`src/logic/irq_gen_defs.svh`:
```
// Constants for the host interrupt generator: field positions, reset values and timing.
`ifndef IRQ_GEN_DEFS_SVH
`define IRQ_GEN_DEFS_SVH

`define CLK_PERIOD_NS 40
`define EVENT_COUNT 16
`define DONE_BITS 32
`define CATEGORIES 3

`define MODE_GLOBAL_EN_BIT 0
`define MODE_TRIGGER_BIT 1
`define MODE_POLARITY_BIT 2
`define MODE_WIDTH 3
`define MODE_RST 3'h0

`define PULSE_LSB 0
`define PULSE_MSB 15
`define INTERVAL_LSB 24
`define INTERVAL_MSB 31
`define PULSE_CODE_RST 16'h0021
`define INTERVAL_CODE_RST 8'h00
`define PULSE_CODE_MAX 17'h0ffff

`define PULSE_MAX_NS 1000000
`define PULSE_MAX_CYC ((`PULSE_MAX_NS) / (`CLK_PERIOD_NS))
`define INTERVAL_UNIT_NS 1000
`define INTERVAL_UNIT_CYC (((`INTERVAL_UNIT_NS) + (`CLK_PERIOD_NS) - 1) / (`CLK_PERIOD_NS))

`define CAT_ISO 0
`define CAT_PERIODIC 1
`define CAT_ASYNC 2
`define EV_ISO_DONE_BIT 7
`define EV_PERIODIC_DONE_BIT 8
`define EV_ASYNC_DONE_BIT 9

`define TIMER_WIDTH 24
`define TIMEOUT_WIDTH 16

`endif

```
`src/logic/irq_gen_pkg.sv`:
```
// Types shared by the host interrupt generator.
package irq_gen_pkg;
	typedef enum logic [1:0] {
		ST_IDLE,
		ST_ACTIVE,
		ST_HOLDOFF
	} irq_state_t;
endpackage

```
`src/logic/done_mask_eval.sv`:
```
// Per-category AND/OR mask evaluation of a transfer_descriptor done map.
`timescale 1ns/1ps
module done_mask_eval #(
	parameter int DONE_BITS = 32
)(
	// Done map and masks
	input wire logic [DONE_BITS-1:0] done_map_in,
	input wire logic [DONE_BITS-1:0] and_mask_in,
	input wire logic [DONE_BITS-1:0] or_mask_in,
	// Request
	output logic hit_out
);
	logic [DONE_BITS-1:0] and_eff;
	logic or_hit;
	logic and_hit;

	// Any OR-selected done bit requests at once.
	assign or_hit = |(done_map_in & or_mask_in);
	// AND-selected bits not also OR-selected must all be done.
	assign and_eff = and_mask_in & ~or_mask_in;
	assign and_hit = (and_eff != '0) && ((done_map_in & and_eff) == and_eff);
	assign hit_out = or_hit | and_hit;
endmodule // done_mask_eval

```
`src/logic/host_irq_generator.sv`:
```
// Interrupt generator of the host controller: status flags, masks and the IRQ pin.
`timescale 1ns/1ps
`include "irq_gen_defs.svh"
module host_irq_generator #(
	parameter int EVENTS = `EVENT_COUNT,
	parameter int DONE_BITS = `DONE_BITS,
	parameter int PULSE_MAX_CYCLES = `PULSE_MAX_CYC,
	parameter int INTERVAL_UNIT_CYCLES = `INTERVAL_UNIT_CYC
)(
	// Clock and reset
	input wire logic clk_in,
	input wire logic rst_in,
	// Hardware mode control
	input wire logic hw_mode_wr_in,
	input wire logic [`MODE_WIDTH-1:0] hw_mode_data_in,
	// Edge count control
	input wire logic edge_count_wr_in,
	input wire logic [31:0] edge_count_data_in,
	// Events and enables
	input wire logic [EVENTS-1:0] event_in,
	input wire logic [EVENTS-1:0] event_enable_mask_in,
	// Status flag clear
	input wire logic status_clear_wr_in,
	input wire logic [EVENTS-1:0] status_clear_data_in,
	// Done maps
	input wire logic [DONE_BITS-1:0] iso_done_map_in,
	input wire logic [DONE_BITS-1:0] periodic_done_map_in,
	input wire logic [DONE_BITS-1:0] async_done_map_in,
	// Masks
	input wire logic [DONE_BITS-1:0] iso_and_mask_in,
	input wire logic [DONE_BITS-1:0] iso_or_mask_in,
	input wire logic [DONE_BITS-1:0] periodic_and_mask_in,
	input wire logic [DONE_BITS-1:0] periodic_or_mask_in,
	input wire logic [DONE_BITS-1:0] async_and_mask_in,
	input wire logic [DONE_BITS-1:0] async_or_mask_in,
	// Async interval option
	input wire logic async_interval_en_in,
	input wire logic [`TIMEOUT_WIDTH-1:0] async_timeout_in,
	// Interrupt pin
	output logic irq_out,
	// Status
	output logic [EVENTS-1:0] event_status_flags_out,
	output logic [`MODE_WIDTH-1:0] hw_mode_out,
	output logic [31:0] edge_count_out,
	output irq_gen_pkg::irq_state_t irq_state_out,
	output logic [DONE_BITS-1:0] iso_done_map_out,
	output logic [DONE_BITS-1:0] periodic_done_map_out,
	output logic [DONE_BITS-1:0] async_done_map_out
);
	import irq_gen_pkg::*;

	localparam int TW = `TIMER_WIDTH;
	localparam int TOW = `TIMEOUT_WIDTH;

	logic [`MODE_WIDTH-1:0] mode_q;
	logic [15:0] pulse_code_q;
	logic [7:0] interval_code_q;
	logic global_en;
	logic edge_mode;
	logic pol_high;

	logic [EVENTS-1:0] flags_q;
	logic [EVENTS-1:0] flags_d;
	logic [EVENTS-1:0] set_vec;
	logic [EVENTS-1:0] clr_vec;

	logic [DONE_BITS-1:0] done_q [`CATEGORIES];
	logic [DONE_BITS-1:0] and_m [`CATEGORIES];
	logic [DONE_BITS-1:0] or_m [`CATEGORIES];
	logic [`CATEGORIES-1:0] hit;
	logic [`CATEGORIES-1:0] hit_prev_q;
	logic [`CATEGORIES-1:0] hit_rise;

	logic [TW-1:0] unit_cnt_q;
	logic unit_tick;
	logic [`TIMEOUT_WIDTH-1:0] timeout_cnt_q;
	logic async_pending_q;
	logic async_expire;

	irq_state_t state_q;
	logic [TW-1:0] cnt_q;
	logic cond;
	logic cond_prev_q;
	logic edge_pending_q;
	logic [47:0] pulse_prod;
	logic [TW-1:0] pulse_cycles;
	logic [TW-1:0] holdoff_cycles;
	logic active_d;

	// Configuration registers; reset gives disabled, level, active low.
	always_ff @(posedge clk_in) begin
		if (rst_in) begin
			mode_q <= `MODE_RST;
		end else if (hw_mode_wr_in) begin
			mode_q <= hw_mode_data_in;
		end
	end

	always_ff @(posedge clk_in) begin
		if (rst_in) begin
			pulse_code_q <= `PULSE_CODE_RST;
			interval_code_q <= `INTERVAL_CODE_RST;
		end else if (edge_count_wr_in) begin
			pulse_code_q <= edge_count_data_in[`PULSE_MSB:`PULSE_LSB];
			interval_code_q <= edge_count_data_in[`INTERVAL_MSB:`INTERVAL_LSB];
		end
	end

	assign global_en = mode_q[`MODE_GLOBAL_EN_BIT];
	assign edge_mode = mode_q[`MODE_TRIGGER_BIT];
	assign pol_high = mode_q[`MODE_POLARITY_BIT];

	// The pulse code scales so that the full code gives the maximum width.
	assign pulse_prod = 48'(pulse_code_q) * 48'(PULSE_MAX_CYCLES) + 48'(`PULSE_CODE_MAX);
	always_comb begin
		pulse_cycles = pulse_prod[16+TW-1:16];
		if (pulse_cycles == '0) begin
			pulse_cycles = TW'(1);
		end
	end
	// A zero interval code gives no hold-off.
	assign holdoff_cycles = TW'(interval_code_q) * TW'(INTERVAL_UNIT_CYCLES);

	// Done maps are captured so they can be read back alongside the IRQ.
	always_ff @(posedge clk_in) begin
		if (rst_in) begin
			done_q[`CAT_ISO] <= '0;
			done_q[`CAT_PERIODIC] <= '0;
			done_q[`CAT_ASYNC] <= '0;
		end else begin
			done_q[`CAT_ISO] <= iso_done_map_in;
			done_q[`CAT_PERIODIC] <= periodic_done_map_in;
			done_q[`CAT_ASYNC] <= async_done_map_in;
		end
	end

	assign and_m[`CAT_ISO] = iso_and_mask_in;
	assign and_m[`CAT_PERIODIC] = periodic_and_mask_in;
	assign and_m[`CAT_ASYNC] = async_and_mask_in;
	assign or_m[`CAT_ISO] = iso_or_mask_in;
	assign or_m[`CAT_PERIODIC] = periodic_or_mask_in;
	assign or_m[`CAT_ASYNC] = async_or_mask_in;

	// Each category is judged only against its own masks.
	generate
		for (genvar c = 0; c < `CATEGORIES; c++) begin : g_cat
			done_mask_eval #(
				.DONE_BITS(DONE_BITS)
			) u_eval (
				.done_map_in(done_q[c]),
				.and_mask_in(and_m[c]),
				.or_mask_in(or_m[c]),
				.hit_out(hit[c])
			);
		end
	endgenerate

	always_ff @(posedge clk_in) begin
		if (rst_in) begin
			hit_prev_q <= '0;
		end else begin
			hit_prev_q <= hit;
		end
	end
	assign hit_rise = hit & ~hit_prev_q;

	// Microsecond-unit tick used only by the async timeout; the hold-off counts clock cycles scaled by INTERVAL_UNIT_CYCLES.
	always_ff @(posedge clk_in) begin
		if (rst_in) begin
			unit_cnt_q <= '0;
		end else if (unit_tick) begin
			unit_cnt_q <= '0;
		end else begin
			unit_cnt_q <= unit_cnt_q + TW'(1);
		end
	end
	assign unit_tick = (unit_cnt_q == TW'(INTERVAL_UNIT_CYCLES - 1));

	// Async completions wait for the timeout before flagging.
	always_ff @(posedge clk_in) begin
		if (rst_in || !async_interval_en_in) begin
			timeout_cnt_q <= '0;
		end else if (unit_tick) begin
			if (timeout_cnt_q >= async_timeout_in) begin
				timeout_cnt_q <= '0;
			end else begin
				timeout_cnt_q <= timeout_cnt_q + TOW'(1);
			end
		end
	end
	assign async_expire = async_interval_en_in && unit_tick && (timeout_cnt_q >= async_timeout_in);

	always_ff @(posedge clk_in) begin
		if (rst_in || !async_interval_en_in) begin
			async_pending_q <= 1'b0;
		end else if (hit_rise[`CAT_ASYNC]) begin
			async_pending_q <= 1'b1;
		end else if (async_expire) begin
			async_pending_q <= 1'b0;
		end
	end

	// Sources that set flags: raw events plus category requests.
	always_comb begin
		set_vec = event_in;
		set_vec[`EV_ISO_DONE_BIT] = event_in[`EV_ISO_DONE_BIT] | hit_rise[`CAT_ISO];
		set_vec[`EV_PERIODIC_DONE_BIT] = event_in[`EV_PERIODIC_DONE_BIT]
			| hit_rise[`CAT_PERIODIC];
		if (async_interval_en_in) begin
			set_vec[`EV_ASYNC_DONE_BIT] = event_in[`EV_ASYNC_DONE_BIT]
				| (async_expire & async_pending_q);
		end else begin
			set_vec[`EV_ASYNC_DONE_BIT] = event_in[`EV_ASYNC_DONE_BIT]
				| hit_rise[`CAT_ASYNC];
		end
	end

	// Flags are plain sticky bits, set regardless of enables; set beats clear.
	assign clr_vec = status_clear_wr_in ? status_clear_data_in : '0;
	assign flags_d = (flags_q & ~clr_vec) | set_vec;

	always_ff @(posedge clk_in) begin
		if (rst_in) begin
			flags_q <= '0;
		end else begin
			flags_q <= flags_d;
		end
	end

	// Combined interrupt condition.
	assign cond = global_en && ((flags_q & event_enable_mask_in) != '0);

	always_ff @(posedge clk_in) begin
		if (rst_in) begin
			cond_prev_q <= 1'b0;
		end else begin
			cond_prev_q <= cond;
		end
	end

	// A rising condition is remembered, while the condition holds, until a pulse can start.
	always_ff @(posedge clk_in) begin
		if (rst_in) begin
			edge_pending_q <= 1'b0;
		end else if (!cond) begin
			edge_pending_q <= 1'b0;
		end else if (state_q == ST_IDLE && edge_mode) begin
			edge_pending_q <= 1'b0;
		end else if (!cond_prev_q) begin
			edge_pending_q <= 1'b1;
		end
	end

	// Output sequencer: idle, asserted, then optional hold-off spacing.
	always_ff @(posedge clk_in) begin
		if (rst_in) begin
			state_q <= ST_IDLE;
			cnt_q <= '0;
		end else begin
			unique case (state_q)
				ST_IDLE: begin
					if (edge_mode && cond && (edge_pending_q || !cond_prev_q)) begin
						state_q <= ST_ACTIVE;
						cnt_q <= pulse_cycles - TW'(1);
					end else if (!edge_mode && cond) begin
						state_q <= ST_ACTIVE;
						cnt_q <= '0;
					end
				end
				ST_ACTIVE: begin
					if (edge_mode) begin
						// Clearing flags does not cut the pulse short.
						if (cnt_q == '0) begin
							state_q <= (holdoff_cycles == '0) ? ST_IDLE : ST_HOLDOFF;
							cnt_q <= holdoff_cycles - TW'(1);
						end else begin
							cnt_q <= cnt_q - TW'(1);
						end
					end else if (!cond) begin
						state_q <= (holdoff_cycles == '0) ? ST_IDLE : ST_HOLDOFF;
						cnt_q <= holdoff_cycles - TW'(1);
					end
				end
				ST_HOLDOFF: begin
					if (cnt_q == '0) begin
						state_q <= ST_IDLE;
					end else begin
						cnt_q <= cnt_q - TW'(1);
					end
				end
			endcase
		end
	end

	// Pin level follows the active state through the polarity select.
	always_comb begin
		active_d = 1'b0;
		unique case (state_q)
			ST_ACTIVE: active_d = edge_mode ? 1'b1 : cond;
			ST_IDLE: active_d = 1'b0;
			ST_HOLDOFF: active_d = 1'b0;
		endcase
	end

	// The whole block sits on the always-running clock, so suspend does not stop it.
	always_ff @(posedge clk_in) begin
		if (rst_in) begin
			irq_out <= 1'b1;
		end else begin
			irq_out <= pol_high ? active_d : ~active_d;
		end
	end

	// Registered status views.
	always_ff @(posedge clk_in) begin
		if (rst_in) begin
			event_status_flags_out <= '0;
			hw_mode_out <= `MODE_RST;
			edge_count_out <= {`INTERVAL_CODE_RST, 8'h00, `PULSE_CODE_RST};
			irq_state_out <= ST_IDLE;
			iso_done_map_out <= '0;
			periodic_done_map_out <= '0;
			async_done_map_out <= '0;
		end else begin
			event_status_flags_out <= flags_d;
			hw_mode_out <= mode_q;
			edge_count_out <= {interval_code_q, 8'h00, pulse_code_q};
			irq_state_out <= state_q;
			iso_done_map_out <= done_q[`CAT_ISO];
			periodic_done_map_out <= done_q[`CAT_PERIODIC];
			async_done_map_out <= done_q[`CAT_ASYNC];
		end
	end
endmodule // host_irq_generator

```
`config.mk`:
```
export PLATFORM = sky130hd
export DESIGN_NAME = host_irq_generator
export DESIGN_NICKNAME = d
export VERILOG_FILES = /design/src/logic/irq_gen_pkg.sv /design/src/logic/done_mask_eval.sv /design/src/logic/host_irq_generator.sv
export VERILOG_INCLUDE_DIRS = /design/src /design/src/logic
export SDC_FILE = /design/constraint.sdc
export NUM_CORES = 1
export LEC_CHECK = 0
export BUFFER_PORTS_ARGS = -buffer_cell sky130_fd_sc_hd__buf_2
export CORE_MARGIN = 10
export CORE_UTILIZATION = 40
export CTS_BUF_LIST = sky130_fd_sc_hd__clkbuf_16
export CTS_CLUSTER_SIZE = 12
export DETAILED_ROUTE_END_ITERATION = 10
export GPL_ROUTABILITY_DRIVEN = 0
export PLACE_DENSITY = 0.75
export SLEW_MARGIN = 20
export SYNTH_ARGS = -nofsm -noshare
export SYNTH_HDL_FRONTEND = slang
export SYNTH_SLANG_ARGS = --single-unit
```
`constraint.sdc`:
```
create_clock -name clk_in -period 7.3 [get_ports clk_in]
set_input_delay 0.365 -clock clk_in [delete_from_list [all_inputs] [get_ports clk_in]]
set_output_delay 0.365 -clock clk_in [all_outputs]
set_load 0.02 [all_outputs]
```
==> impl_metrics.tcl <==
set metrics [dict create \
    clock.fmax_ghz 0.142 \
    yosysTopAreaCellShare_pct 35.4 \
    r2r_cells 28 \
    drt_iter0_drc 1509 \
    highest_layer "met5" \
    synth-simple-area-share_pct 23.1 \
    synth_edf_count 0 \
    cts_tree "yes" \
    tightest_slew_ps 1040 \
    multiInputGateArea_sq_um 11600 \
    fp.dieH_microns 238 \
    p_per_area_nw_per_um2 275 \
    worstPathArrival_ps 7490 \
    synth_cell_type_count 87 \
    grt_max_degree 118 \
    ys_seq_elements 337 \
    nets 3261 \
    clock_skew_ps 15.4 \
    dr_wl_met3_mm 6.54 \
    yosysSeqAreaShare_pct 35.4 \
    path_clk_slew_ps 60 \
    cp_common_cell "inv_1" \
    cts_max_level 2 \
    required_ps 7760 \
    pin_count 543 \
    synth_top_family_by_area "simple AND/OR/NAND/NOR gates" \
    area_delta_synth_final_pct 25.4 \
    grt_pass1_wl_mm 108 \
    hold_violations 0 \
    crit_path_end_kind "flop" \
    whs_endpoint "event_status_flags_out[11]" \
    worstReg2RegStart "pulse_code_q[7]" \
    first_pass_iters 6 \
    synth_compound_area_share_pct 14.4 \
    fin_area_sq_um 23900 \
    worstHoldPathCells 3 \
    slew_headroom_pct 30.1 \
    crit_path_start_kind "flop" \
    synth.avg_cell_area_sq_um 8.98 \
    r2r-end "cnt_q[10]" \
    core_sq_um 46800 \
    fillCellCount 4287 \
    wl_met1_mm 26.8 \
    placed_area_sq_um 22400 \
    seq_area_sq_um 6760 \
    cp_max_fo 7 \
    drv_slew 0 \
    synth_most_common_cell "dfxtp_1" \
    worst_hold_slack_ps 37.5 \
    numPlacedInstances 3218 \
    die_area_sq_um 56700 \
    vdd_ir_drop_max_uv 174 \
    min_period_ps 7030 \
    synth-xor-area-share_pct 5.01 \
    yosysTopAreaCell "dfxtp_1" \
    synth_ff_type "dfxtp_1" \
    grt-ovfl-total 0 \
    drt_drc_violations_left 0 \
    slowest_stage "or4_4" \
    root_buffer "clkbuf_16" \
    vias 17900 \
    grt_pass1_vias 18400 \
    cp_slowest_stage_delay_ps 550 \
    syn-cell-area_sq_um 19000 \
    track_usage_pct 24.3 \
    ys_top_cells_by_count "dfxtp_1, nor2b_1, nor2_1, ha_1, inv_1" \
    dp.final_hpwl_mm 59.8 \
    path_class "reg2reg" \
    cts_buffers 38 \
    setup_viol 0 \
    yosys-top-cells-area "dfxtp_1, ha_1, nor2b_1, fa_1, nand2b_1" \
    fin_tns_setup_ps 0 \
    row_count 79 \
    reg2reg_slack_ps 270 \
    port_buffers 526 \
    synthMuxAreaShare_pct 1.79 \
    detail_route.wl_per_cell_microns 21.9 \
    drive_gt1_share_pct 25.8 \
    cap_viol_max_count 0 \
    ys_warn_count 0 \
    initial_core_util_pct 40.7 \
    synthAdderAreaFrac_pct 15.3 \
    viasPerCell 5.42 \
    stdcell_count 3309 \
    clock_sinks 337 \
    p_leak_uw 0.0113 \
    min-delay-start "event_in[11]" \
    synthArstFlopShare_pct 0 \
    netlist_instances 2119 \
    hp-class "in2reg" \
    ant_nets 0 \
    clk_latency_ps 540 \
    antenna_found_initial 37 \
    clock_path_buffers 3 \
    routed_wl_mm 72.4 \
    dr_wl_met2_mm 35.2 \
    fin_crit_sh_pct 96.3 \
    status "finished clean" \
    die_w_microns 238 \
]
==> how the worst max path moves through the flow <==
| stage | from | end | cells after the start | slack [ps] |
|---|---|---|---|---|
| after floorplan | pulse_code_q[14] | cnt_q[8] | 28 | 560 |
| after global placement | pulse_code_q[5] | cnt_q[10] | 27 | 250 |
| after detailed placement | pulse_code_q[5] | cnt_q[10] | 27 | -30 |
| after CTS | pulse_code_q[5] | cnt_q[10] | 27 | 50 |
| after global routing | pulse_code_q[7] | cnt_q[14] | 27 | -40 |
| final | pulse_code_q[7] | cnt_q[10] | 28 | 270 |
==> cell families after synthesis <==
kind of cell / Yosys count
compound gates: 389
other cells: 1
flops: 337
buf+inv: 237
xor+xnor: 108
fa+ha+maj: 209
simple gates: 804
mux: 34
==> placed cells by master, fill, tap and decap left out, types with 34 or more instances in the layout <==
master       n
mux2i_1     34
nand4_1     50
o21ai_0     46
nor2_1     172
clkbuf_16   41
nor2b_1    223
dfxtp_1    329
buf_2      525
xnor2_1     51
nand2b_1   104
nand2_1     88
a21oi_1     73
fa_1        39
buf_4       36
o22ai_1     51
nand3_1     39
xor2_1      51
inv_1      176
ha_1       165
==> layer usage <==
metal / vias up / global-route usage, %
li1: 8460 / -
met5: - / 0
met4: 24 / 13.0
met2: 884 / 41.5
met1: 8340 / 26.5
met3: 232 / 7.88
==> power by group <==
group / switching [uW] / internal [uW]
sequential: 103 / 1940
combinational: 1560 / 1130
clock: 752 / 1080
total: 2410 / 4150
==> timing repair <==
| action | CTS | global route |
|---|---|---|
| hold buffers | 0 | 0 |
| setup buffers | 0 | 8 |
| setup endpoints to repair | 2 | 12 |
| pin swaps | 0 | 9 |
| gates resized for setup | 2 | 44 |
==> worst max-delay path, delay by kind of cell, from the launching register on <==
kind | cells | cell delay [ps]
buffers and inverters | 6 | 560
adders and majority gates | 7 | 2810
DFF | 1 | 420
and+or+nand+nor | 9 | 2190
xor gates and xnor gates | 1 | 130
AOI/OAI and AO/OA | 4 | 670
muxes | 1 | 180
==> cell type report <==
class / instances / share of cell area [%]
Antenna cell: 19 / 0.199
Clock inverter: 23 / 0.655
Timing Repair Buffer: 563 / 12.2
Multi-Input combinational cell: 1552 / 48.5
Inverter: 167 / 2.63
Clock buffer: 41 / 4.30
Tap cell: 607 / 3.18
Sequential cell: 337 / 28.3
==> stage by stage <==
stage / power, uW / util [%] / setup WS (ps)
2_1_floorplan: 3810 / - / 561
4_1_cts: 6370 / 50.4 / 47.7
3_5_place_dp: 4530 / 47.9 / -31.8
5_1_grt: 6930 / 51.0 / -37.5
6_report: 6560 / 51.1 / 269
3_3_place_gp: 4460 / 47.9 / 246
==> flip-flops by register name, indices dropped and copies added, names as in the netlist, 16 cells and up <==
name / cells
async_done_map_out: 32
iso_done_map_out: 32
periodic_done_map_out: 32
timeout_cnt_q: 16
pulse_code_q: 16
edge_count_out: 24
done_q: 96
event_status_flags_out: 16
unit_cnt_q: 24
cnt_q: 24
No activity file was read; power rests on OpenSTA's default activity.
